[src/core/ross_params.svh]
// Constants for the relay output source selection block.
`ifndef ROSS_PARAMS_SVH
`define ROSS_PARAMS_SVH
`define ROSS_SEL_W 6
`define ROSS_FREQ_W 16
`define ROSS_SEL_NONE 6'h00
`define ROSS_SEL_FDT1 6'h01
`define ROSS_SEL_FDT2 6'h02
`define ROSS_SEL_FDT3 6'h03
`define ROSS_SEL_FDT4 6'h04
`define ROSS_SEL_OVERLOAD 6'h05
`define ROSS_SEL_DRV_OL 6'h06
`define ROSS_SEL_UNDERLOAD 6'h07
`define ROSS_SEL_FAN 6'h08
`define ROSS_SEL_STALL 6'h09
`define ROSS_SEL_OVERVOLT 6'h0a
`define ROSS_SEL_LOWVOLT 6'h0b
`define ROSS_SEL_OVERHEAT 6'h0c
`define ROSS_SEL_LOSTCMD 6'h0d
`define ROSS_SEL_RUN 6'h0e
`define ROSS_SEL_STOP 6'h0f
`define ROSS_SEL_STEADY 6'h10
`define ROSS_SEL_DRV_LINE 6'h11
`define ROSS_SEL_XFER 6'h12
`define ROSS_SEL_SSEARCH 6'h13
`define ROSS_SEL_REGEN 6'h15
`define ROSS_SEL_READY 6'h16
`define ROSS_SEL_TRIP 6'h1d
`define ROSS_ADR_RELAY1 8'h00
`define ROSS_ADR_RELAY2 8'h04
`define ROSS_ADR_DETFREQ 8'h08
`define ROSS_ADR_DETBAND 8'h0c
`define ROSS_ADR_BRKTHR 8'h10
`define ROSS_ADR_STATUS 8'h14
`define ROSS_RST_DETFREQ 16'h0bb8
`define ROSS_RST_DETBAND 16'h03e8
`define ROSS_RST_BRKTHR 16'h0000
`endif

[src/core/ross_pkg.sv]
// Types shared by the relay output source selection block.
package ross_pkg;
  typedef logic [5:0] ross_sel_t;
  typedef logic [15:0] ross_freq_t;
endpackage : ross_pkg

[src/core/ross_top.sv]
// Relay output source selection with Wishbone register access.
// Notes on behaviour
// - Mode 3: |out-op| below half band.
// - Mode 4 accelerating: op at/above detect.
// - Mode 4 decelerating: op above detect-half band.
// - Code 5 follows motor overload.
// - Code 6 follows drive overload fault.
// - Code 7 follows underload warning.
// - Code 8 follows fan fault warning.
// - Code 9 follows overload with stall.
// - Code 10 follows DC overvoltage.
// - Code 11 follows DC low voltage.
// - Code 12 follows drive overheat.
// - Code 13 on lost analog/serial command.
// - Code 15 no run, no voltage.
// - Code 16 steady speed.
// - Code 17 motor on drive line.
// - Code 18 line-transfer input active.
// - Code 19 speed search active.
// - Code 21 regeneration mode.
// - Brake resistor with run command and voltage on, DC volts above threshold.
// - Code 22 ready for external run.
// - Relay one resets to trip code.
// - Relay two resets to run code.
//
// Local design decisions: the placing of the registers and register access over Wishbone.
`timescale 1ns/100ps
`include "ross_params.svh"
module ross_top (
  input wire logic clk,
  input wire logic sys_rst,
  input wire logic wb_cyc_i,
  input wire logic wb_stb_i,
  input wire logic wb_we_i,
  input wire logic [7:0] wb_adr_i,
  input wire logic [31:0] wb_dat_i,
  input wire logic [3:0] wb_sel_i,
  output logic [31:0] wb_dat_o,
  output logic wb_ack_o,
  input wire logic [15:0] out_freq,
  input wire logic [15:0] op_freq,
  input wire logic accel,
  input wire logic decel,
  input wire logic motor_overload,
  input wire logic drive_overload_fault,
  input wire logic underload_warn,
  input wire logic fan_warn,
  input wire logic motor_stall,
  input wire logic [15:0] dc_volt,
  input wire logic dc_overvolt,
  input wire logic dc_lowvolt,
  input wire logic overheat,
  input wire logic analog_ref_lost,
  input wire logic comm_cmd_lost,
  input wire logic run_cmd,
  input wire logic output_voltage_on,
  input wire logic dc_braking,
  input wire logic drive_line_active,
  input wire logic line_xfer_input,
  input wire logic speed_search_active,
  input wire logic regen_mode,
  input wire logic drive_ready,
  input wire logic fault_trip,
  output logic relay_one_out,
  output logic open_collector_output,
  output logic brake_resistor_on
);

  // ----------------------------------------
  // Register file
  // ----------------------------------------
  ross_pkg::ross_sel_t relay_one_source_select_q;
  ross_pkg::ross_sel_t relay_two_source_select_q;
  ross_pkg::ross_freq_t det_freq_q;
  ross_pkg::ross_freq_t det_band_q;
  ross_pkg::ross_freq_t brk_thr_q;
  logic fdt4_q;
  logic wb_req;

  assign wb_req = wb_cyc_i && wb_stb_i && !wb_ack_o;
  logic wb_wr;
  assign wb_wr = wb_req && wb_we_i;

  // Writes land at the taking edge; byte lanes gate each half of a wide register.
  always_ff @(posedge clk or posedge sys_rst) begin
    if (sys_rst) begin
      relay_one_source_select_q <= `ROSS_SEL_TRIP;
    end else if (wb_wr && (wb_adr_i == `ROSS_ADR_RELAY1) && wb_sel_i[0]) begin
      relay_one_source_select_q <= wb_dat_i[5:0];
    end
  end

  always_ff @(posedge clk or posedge sys_rst) begin
    if (sys_rst) begin
      relay_two_source_select_q <= `ROSS_SEL_RUN;
    end else if (wb_wr && (wb_adr_i == `ROSS_ADR_RELAY2) && wb_sel_i[0]) begin
      relay_two_source_select_q <= wb_dat_i[5:0];
    end
  end

  always_ff @(posedge clk or posedge sys_rst) begin
    if (sys_rst) begin
      det_freq_q <= `ROSS_RST_DETFREQ;
    end else if (wb_wr && (wb_adr_i == `ROSS_ADR_DETFREQ)) begin
      if (wb_sel_i[0]) begin
        det_freq_q[7:0] <= wb_dat_i[7:0];
      end
      if (wb_sel_i[1]) begin
        det_freq_q[15:8] <= wb_dat_i[15:8];
      end
    end
  end

  always_ff @(posedge clk or posedge sys_rst) begin
    if (sys_rst) begin
      det_band_q <= `ROSS_RST_DETBAND;
    end else if (wb_wr && (wb_adr_i == `ROSS_ADR_DETBAND)) begin
      if (wb_sel_i[0]) begin
        det_band_q[7:0] <= wb_dat_i[7:0];
      end
      if (wb_sel_i[1]) begin
        det_band_q[15:8] <= wb_dat_i[15:8];
      end
    end
  end

  always_ff @(posedge clk or posedge sys_rst) begin
    if (sys_rst) begin
      brk_thr_q <= `ROSS_RST_BRKTHR;
    end else if (wb_wr && (wb_adr_i == `ROSS_ADR_BRKTHR)) begin
      if (wb_sel_i[0]) begin
        brk_thr_q[7:0] <= wb_dat_i[7:0];
      end
      if (wb_sel_i[1]) begin
        brk_thr_q[15:8] <= wb_dat_i[15:8];
      end
    end
  end

  // Unmapped addresses still acknowledge and read as zero, so a stray access never hangs.
  logic [31:0] rd_d;

  always_comb begin
    rd_d = 32'h00000000;
    case (wb_adr_i)
      `ROSS_ADR_RELAY1: rd_d = {26'h0000000, relay_one_source_select_q};
      `ROSS_ADR_RELAY2: rd_d = {26'h0000000, relay_two_source_select_q};
      `ROSS_ADR_DETFREQ: rd_d = {16'h0000, det_freq_q};
      `ROSS_ADR_DETBAND: rd_d = {16'h0000, det_band_q};
      `ROSS_ADR_BRKTHR: rd_d = {16'h0000, brk_thr_q};
      `ROSS_ADR_STATUS: rd_d = {28'h0000000, fdt4_q, brake_resistor_on,
                                open_collector_output, relay_one_out};
      default: rd_d = 32'h00000000;
    endcase
  end

  always_ff @(posedge clk or posedge sys_rst) begin
    if (sys_rst) begin
      wb_ack_o <= 1'b0;
    end else begin
      wb_ack_o <= wb_req;
    end
  end

  // Read data holds until the next read, so a slow master can still take it.
  always_ff @(posedge clk or posedge sys_rst) begin
    if (sys_rst) begin
      wb_dat_o <= 32'h00000000;
    end else if (wb_req && !wb_we_i) begin
      wb_dat_o <= rd_d;
    end
  end

  // ----------------------------------------
  // Frequency detection
  // ----------------------------------------
  logic [15:0] half_band;
  logic [15:0] freq_diff;
  logic [16:0] hyst_level;
  logic freq_detect_band_match;
  logic freq_detect_threshold_hyst;

  assign half_band = {1'b0, det_band_q[15:1]};
  assign freq_diff = (out_freq >= op_freq) ? out_freq - op_freq : op_freq - out_freq;
  assign freq_detect_band_match = freq_diff < half_band;
  // The low level may go negative; a signed margin keeps the compare honest.
  assign hyst_level = {1'b0, det_freq_q} - {1'b0, half_band};

  // Holding the last state outside accel and decel keeps the output steady at constant speed.
  always_ff @(posedge clk or posedge sys_rst) begin
    if (sys_rst) begin
      fdt4_q <= 1'b0;
    end else if (accel) begin
      fdt4_q <= op_freq >= det_freq_q;
    end else if (decel) begin
      fdt4_q <= hyst_level[16] || ({1'b0, op_freq} > hyst_level);
    end
  end
  assign freq_detect_threshold_hyst = fdt4_q;

  // ----------------------------------------
  // Source selection
  // ----------------------------------------
  // Derived conditions are named once so both selectors see identical levels.
  logic steady_speed;
  logic stopped;
  logic running;
  logic lost_command;
  logic stall_overload;

  assign steady_speed = !accel && !decel;
  assign stopped = !run_cmd && !output_voltage_on;
  assign running = run_cmd && output_voltage_on && !dc_braking;
  assign lost_command = analog_ref_lost || comm_cmd_lost;
  assign stall_overload = motor_overload && motor_stall;

  ross_relay_pick relay_one_pick (
    .clk(clk),
    .sys_rst(sys_rst),
    .code(relay_one_source_select_q),
    .band_match(freq_detect_band_match),
    .threshold_hyst(freq_detect_threshold_hyst),
    .motor_overload(motor_overload),
    .drive_overload_fault(drive_overload_fault),
    .underload_warn(underload_warn),
    .fan_warn(fan_warn),
    .stall_overload(stall_overload),
    .dc_overvolt(dc_overvolt),
    .dc_lowvolt(dc_lowvolt),
    .overheat(overheat),
    .lost_command(lost_command),
    .running(running),
    .stopped(stopped),
    .steady_speed(steady_speed),
    .drive_line_active(drive_line_active),
    .line_xfer_input(line_xfer_input),
    .speed_search_active(speed_search_active),
    .regen_mode(regen_mode),
    .drive_ready(drive_ready),
    .fault_trip(fault_trip),
    .relay_out(relay_one_out)
  );

  ross_relay_pick relay_two_pick (
    .clk(clk),
    .sys_rst(sys_rst),
    .code(relay_two_source_select_q),
    .band_match(freq_detect_band_match),
    .threshold_hyst(freq_detect_threshold_hyst),
    .motor_overload(motor_overload),
    .drive_overload_fault(drive_overload_fault),
    .underload_warn(underload_warn),
    .fan_warn(fan_warn),
    .stall_overload(stall_overload),
    .dc_overvolt(dc_overvolt),
    .dc_lowvolt(dc_lowvolt),
    .overheat(overheat),
    .lost_command(lost_command),
    .running(running),
    .stopped(stopped),
    .steady_speed(steady_speed),
    .drive_line_active(drive_line_active),
    .line_xfer_input(line_xfer_input),
    .speed_search_active(speed_search_active),
    .regen_mode(regen_mode),
    .drive_ready(drive_ready),
    .fault_trip(fault_trip),
    .relay_out(open_collector_output)
  );

  // Braking is an output of its own, not a relay code, so it bypasses the selectors.
  always_ff @(posedge clk or posedge sys_rst) begin
    if (sys_rst) begin
      brake_resistor_on <= 1'b0;
    end else begin
      brake_resistor_on <= run_cmd && output_voltage_on && (dc_volt > brk_thr_q);
    end
  end

endmodule : ross_top

// Picks one status condition by selection code and registers it as a contact drive.
module ross_relay_pick (
  input wire logic clk,
  input wire logic sys_rst,
  input wire ross_pkg::ross_sel_t code,
  input wire logic band_match,
  input wire logic threshold_hyst,
  input wire logic motor_overload,
  input wire logic drive_overload_fault,
  input wire logic underload_warn,
  input wire logic fan_warn,
  input wire logic stall_overload,
  input wire logic dc_overvolt,
  input wire logic dc_lowvolt,
  input wire logic overheat,
  input wire logic lost_command,
  input wire logic running,
  input wire logic stopped,
  input wire logic steady_speed,
  input wire logic drive_line_active,
  input wire logic line_xfer_input,
  input wire logic speed_search_active,
  input wire logic regen_mode,
  input wire logic drive_ready,
  input wire logic fault_trip,
  output logic relay_out
);

  logic relay_d;

  always_comb begin
    relay_d = 1'b0;
    case (code)
      `ROSS_SEL_FDT3: relay_d = band_match;
      `ROSS_SEL_FDT4: relay_d = threshold_hyst;
      `ROSS_SEL_OVERLOAD: relay_d = motor_overload;
      `ROSS_SEL_DRV_OL: relay_d = drive_overload_fault;
      `ROSS_SEL_UNDERLOAD: relay_d = underload_warn;
      `ROSS_SEL_FAN: relay_d = fan_warn;
      `ROSS_SEL_STALL: relay_d = stall_overload;
      `ROSS_SEL_OVERVOLT: relay_d = dc_overvolt;
      `ROSS_SEL_LOWVOLT: relay_d = dc_lowvolt;
      `ROSS_SEL_OVERHEAT: relay_d = overheat;
      `ROSS_SEL_LOSTCMD: relay_d = lost_command;
      `ROSS_SEL_RUN: relay_d = running;
      `ROSS_SEL_STOP: relay_d = stopped;
      `ROSS_SEL_STEADY: relay_d = steady_speed;
      `ROSS_SEL_DRV_LINE: relay_d = drive_line_active;
      `ROSS_SEL_XFER: relay_d = line_xfer_input;
      `ROSS_SEL_SSEARCH: relay_d = speed_search_active;
      `ROSS_SEL_REGEN: relay_d = regen_mode;
      `ROSS_SEL_READY: relay_d = drive_ready;
      `ROSS_SEL_TRIP: relay_d = fault_trip;
      default: relay_d = 1'b0;
    endcase
  end

  // A registered drive keeps select changes and input glitches off the contact.
  always_ff @(posedge clk or posedge sys_rst) begin
    if (sys_rst) begin
      relay_out <= 1'b0;
    end else begin
      relay_out <= relay_d;
    end
  end

endmodule : ross_relay_pick
[config.mk]
export PLATFORM = sky130hd
export DESIGN_NAME = ross_top
export DESIGN_NICKNAME = d
export VERILOG_FILES = /design/src/core/ross_pkg.sv /design/src/core/ross_top.sv
export VERILOG_INCLUDE_DIRS = /design/src /design/src/core
export SDC_FILE = /design/constraint.sdc
export NUM_CORES = 1
export LEC_CHECK = 0
export BUFFER_PORTS_ARGS = -buffer_cell sky130_fd_sc_hd__buf_2
export CORE_MARGIN = 2
export CORE_UTILIZATION = 57
export DETAILED_ROUTE_END_ITERATION = 7
export GPL_ROUTABILITY_DRIVEN = 0
export GPL_TIMING_DRIVEN = 0
export PLACE_DENSITY = 0.82
export SYNTH_ARGS = -nofsm -noshare
export SYNTH_HDL_FRONTEND = slang
export SYNTH_SLANG_ARGS = --single-unit
[constraint.sdc]
create_clock -name clk -period 5.3 [get_ports clk]
set_input_delay 0.53 -clock clk [delete_from_list [all_inputs] [get_ports clk]]
set_output_delay 0.53 -clock clk [all_outputs]
set_load 0.01 [all_outputs]
==> impl_metrics.py <==
metrics = {
    "status": {
        "status": "complete, no violations",
    },
    "clock_network": {
        "tritoncts_clock_tree": "yes",
        "worst_setup_hold_path_clk_slew_ns": 0.06,
        "post_cts.repair.setup_buffers": 0,
        "cts_max_level": 3,
        "clock_buffer_depth": 2,
        "clock_sinks": 81,
        "cts_buf_count": 9,
        "post_cts_resized": 0,
        "ctsRootBufferMaster": "sky130_fd_sc_hd__clkbuf_16",
        "holdBufCountCts": 0,
        "worst_skew_pair.late_latency_ns": 0.34,
    },
    "setup_path": {
        "crit_arrival_ns": 5.10,
        "timing.critical_path.from_type": "primary input",
        "cp.buffers_inverters": 4,
        "timing.critical_path.required_ns": 5.58,
        "endpoint_kind": "register",
        "slowest_stage": "sky130_fd_sc_hd__nor3_1",
        "timing.critical_path.max_delay_family": "compound AO/OA/AOI/OAI gates",
        "critPathKind": "in2reg",
        "crit_path_max_incr_delay_ns": 0.49,
        "critPathMaxFanout": 10,
        "crit_path_cell_trace": "buf_2 -> inv_1 -> ha_1 -> inv_1 -> fa_1 -> a21o_1 -> a21oi_1 -> a2111o_1 -> a31oi_4 -> nor2_2 -> buf_4 -> mux2_1 -> ha_1 -> a21boi_0 -> o21a_1 -> o21ai_0 -> a21oi_1 -> o21a_1 -> o2111ai_1 -> a31oi_1 -> nor3_1 -> a41o_1",
    },
    "sta": {
        "timing_hold_violations_final": 0,
        "timing.final.max_slew_violations": 0,
        "fin_skew_ns": 0.00714,
        "final.setup.tns_ns": 0,
        "tightestPinTransition_ns": 1.16,
        "setup_viol": 0,
        "period_share": 0.909,
        "post-route-min-period_ns": 4.82,
        "timing.slew.headroom": 0.225,
        "grt_setup_unrepaired": "false",
        "max_freq_ghz": 0.207,
    },
    "synthesis": {
        "synth_async_sr_flop_share": 1.00,
        "netlist_area_um2": 7800,
        "seq_area_frac_synth": 0.263,
        "synthesis.yosys.warnings": 0,
        "syn-mean-instance-area_um2": 8.63,
        "yosysTopAreaCellShare": 0.196,
        "ys_types": 69,
        "postSynthRegisterBits": 81,
        "commonest_register_cell_after_synthesis": "sky130_fd_sc_hd__dfrtp_1",
        "synth_top_cells_by_area": "sky130_fd_sc_hd__dfrtp_1 20%, sky130_fd_sc_hd__ha_1 17%, sky130_fd_sc_hd__mux2_2 6.8%, sky130_fd_sc_hd__dfstp_2 6.7%, sky130_fd_sc_hd__o21ai_0 4.6%",
        "post_synth_inst_count": 904,
        "synth.largest_area_cell": "sky130_fd_sc_hd__dfrtp_1",
        "synth_edf_count": 0,
    },
    "die": {
        "dieWidth_um": 121,
        "die-height_um": 121,
        "design.portCount": 154,
        "core_area_um2": 13300,
        "floorplan.initialDensity": 0.587,
        "rows": 42,
        "area_of_the_die_um2": 14600,
    },
    "global_routing": {
        "via_count_of_the_first_global_routing_pass": 7006,
        "gr-usage-all-layers": 0.283,
        "grt_first_pass_wirelength_um": 33200,
        "grt_max_degree": 43,
        "grt.overflow.total": 0,
        "antenna_found_initial": 0,
    },
    "route": {
        "drt_wl_total_um": 20400,
        "drtIter0Drc": 566,
        "detail_route.wl_per_cell_um": 16.6,
        "vias_per_cell": 5.96,
        "detailroute.via_count": 7338,
        "drc_errors": 0,
        "firstDrtPassIters": 7,
        "antenna_left": 0,
    },
    "run": {
        "maxCapViolations": 0,
    },
    "hold_path": {
        "hp-class": "in2async",
    },
    "cells_and_area": {
        "final_net_count": 1279,
        "syn_to_final_growth_pct": 15.3,
        "sequential_cell_area_um2": 2050,
        "num-fill-cells": 1103,
        "multi_input_area_um2": 5210,
        "antenna_cells_inserted": 0,
        "design_area_um2": 8990,
        "drive_above_1_share": 0.220,
    },
    "power_and_ir_drop": {
        "power.leakage_nw": 4.56,
        "power_per_cell_area_nw_per_um2": 189,
        "worst_ir_drop_vdd_mv": 0.190,
    },
    "placement": {
        "place_area_um2": 8700,
        "detailedPlacementHpwl_um": 16400,
        "numPortBuffers": 119,
    },
}
[layout by cell type (no fill, tap or decap), types with 14 or more instances in the layout]
cell type and count:
sky130_fd_sc_hd__buf_2 120, sky130_fd_sc_hd__ha_1 108, sky130_fd_sc_hd__inv_1 94, sky130_fd_sc_hd__o21ai_0 72
sky130_fd_sc_hd__nand2_1 69, sky130_fd_sc_hd__dfrtp_1 61, sky130_fd_sc_hd__a21oi_1 58, sky130_fd_sc_hd__mux2_2 47
sky130_fd_sc_hd__nor2_1 41, sky130_fd_sc_hd__clkbuf_1 26, sky130_fd_sc_hd__nand3_1 23, sky130_fd_sc_hd__a21o_1 23
sky130_fd_sc_hd__dfstp_2 20, sky130_fd_sc_hd__buf_4 18, sky130_fd_sc_hd__nor3_1 17, sky130_fd_sc_hd__a22oi_1 17
sky130_fd_sc_hd__xnor2_1 17, sky130_fd_sc_hd__mux2i_1 16, sky130_fd_sc_hd__conb_1 16, sky130_fd_sc_hd__nor2b_1 14
[report_power, final]
group | switching, mW | leakage, nW | total, mW | internal, mW
clock network | 0.241 | 0.148 | 0.615 | 0.374
logic | 0.260 | 3.40 | 0.456 | 0.196
registers | 0.00513 | 1.01 | 0.631 | 0.626
[synth_stat cells (all sizes together), types with 3 or more instances]
cell type	number
o21ai	77
or3	3
a2111oi	4
buf	20
a211oi	6
a22o	12
a21o	23
nor3b	3
dfstp	20
or2	4
a31oi	11
o22ai	4
fa	3
nand2b	9
o21bai	5
ha	108
clkbuf	26
nand4	7
nand2	70
and2	3
inv	95
nor2	42
mux2	48
a311oi	3
nand3b	5
a21oi	58
nand3	23
mux4	3
nor4	9
nor3	17
dfrtp	61
nor2b	14
and3	7
a22oi	17
o21a	12
xnor2	17
mux2i	16
xor2	11
[cell type report]
cell class | instances | share of cell area
multi-input cells | 697 | 0.579
flip-flops and latches | 81 | 0.228
repair buffers | 120 | 0.0684
inverters | 95 | 0.0399
plain buffers | 46 | 0.0268
clock buffers | 10 | 0.0266
well taps | 176 | 0.0245
clock inverters | 6 | 0.00640
[state kept, by name, indices dropped and copies added, names as in the netlist]
register                   flops
brake_resistor_on              1
wb_dat_o                      16
det_freq_q                    16
relay_one_pick.relay_out       1
relay_two_pick.relay_out       1
brk_thr_q                     16
relay_one_source_select_q      6
det_band_q                    16
relay_two_source_select_q      6
wb_ack_o                       1
fdt4_q                         1
[stage by stage]
stage	hold WS, ns	util	std cells	worst slack [ns]	power [mW]
final	0.226	0.677	1231	0.480	1.70
after global routing	0.263	0.677	1231	0.163	1.80
after CTS	0.242	0.677	1231	0.511	1.70
after detailed placement	0.465	0.654	1215	0.162	1.09
after global placement	0.447	0.653	1214	0.205	1.07
after floorplan	0.480	-	919	1.14	0.946
[path summary, 6_finish.rpt]
check	startpoint	end	slack, ns	depth (start not counted)
worst max-delay path	out_freq[0]	relay_two_pick.relay_out	0.48	22
max in group asynchronous	sys_rst	det_band_q[7]	4.42	3
worst min-delay path	sys_rst	wb_dat_o[13]	0.23	2
min in group clk	wb_dat_i[11]	det_freq_q[11]	0.43	3
worst max register to register	det_freq_q[0]	fdt4_q	0.60	21
worst min register to register	wb_dat_o[3]	wb_dat_o[3]	0.48	2
[cell families after synthesis]
kind of cell | count (synthesis) | synth area share
buffers and inverters | 141 | 0.0766
AO/OA/AOI/OAI | 253 | 0.210
XOR/XNOR | 28 | 0.0314
flip-flops | 81 | 0.263
AND/OR/NAND/NOR | 222 | 0.139
other | 1 | 0.000481
multiplexers | 67 | 0.0984
adder cells (fa/ha/maj) | 111 | 0.181
[per-layer routing]
layer | track usage | part of all wire | up-vias
met1 | 0.368 | 0.42 | 3448
met3 | 0.0620 | 0.076 | 52
li1 | - | - | 3517
met5 | 0 | 0 | -
met4 | 0.0698 | 0.021 | 0
met2 | 0.480 | 0.49 | 321
(Power assumes the default switching activity.)
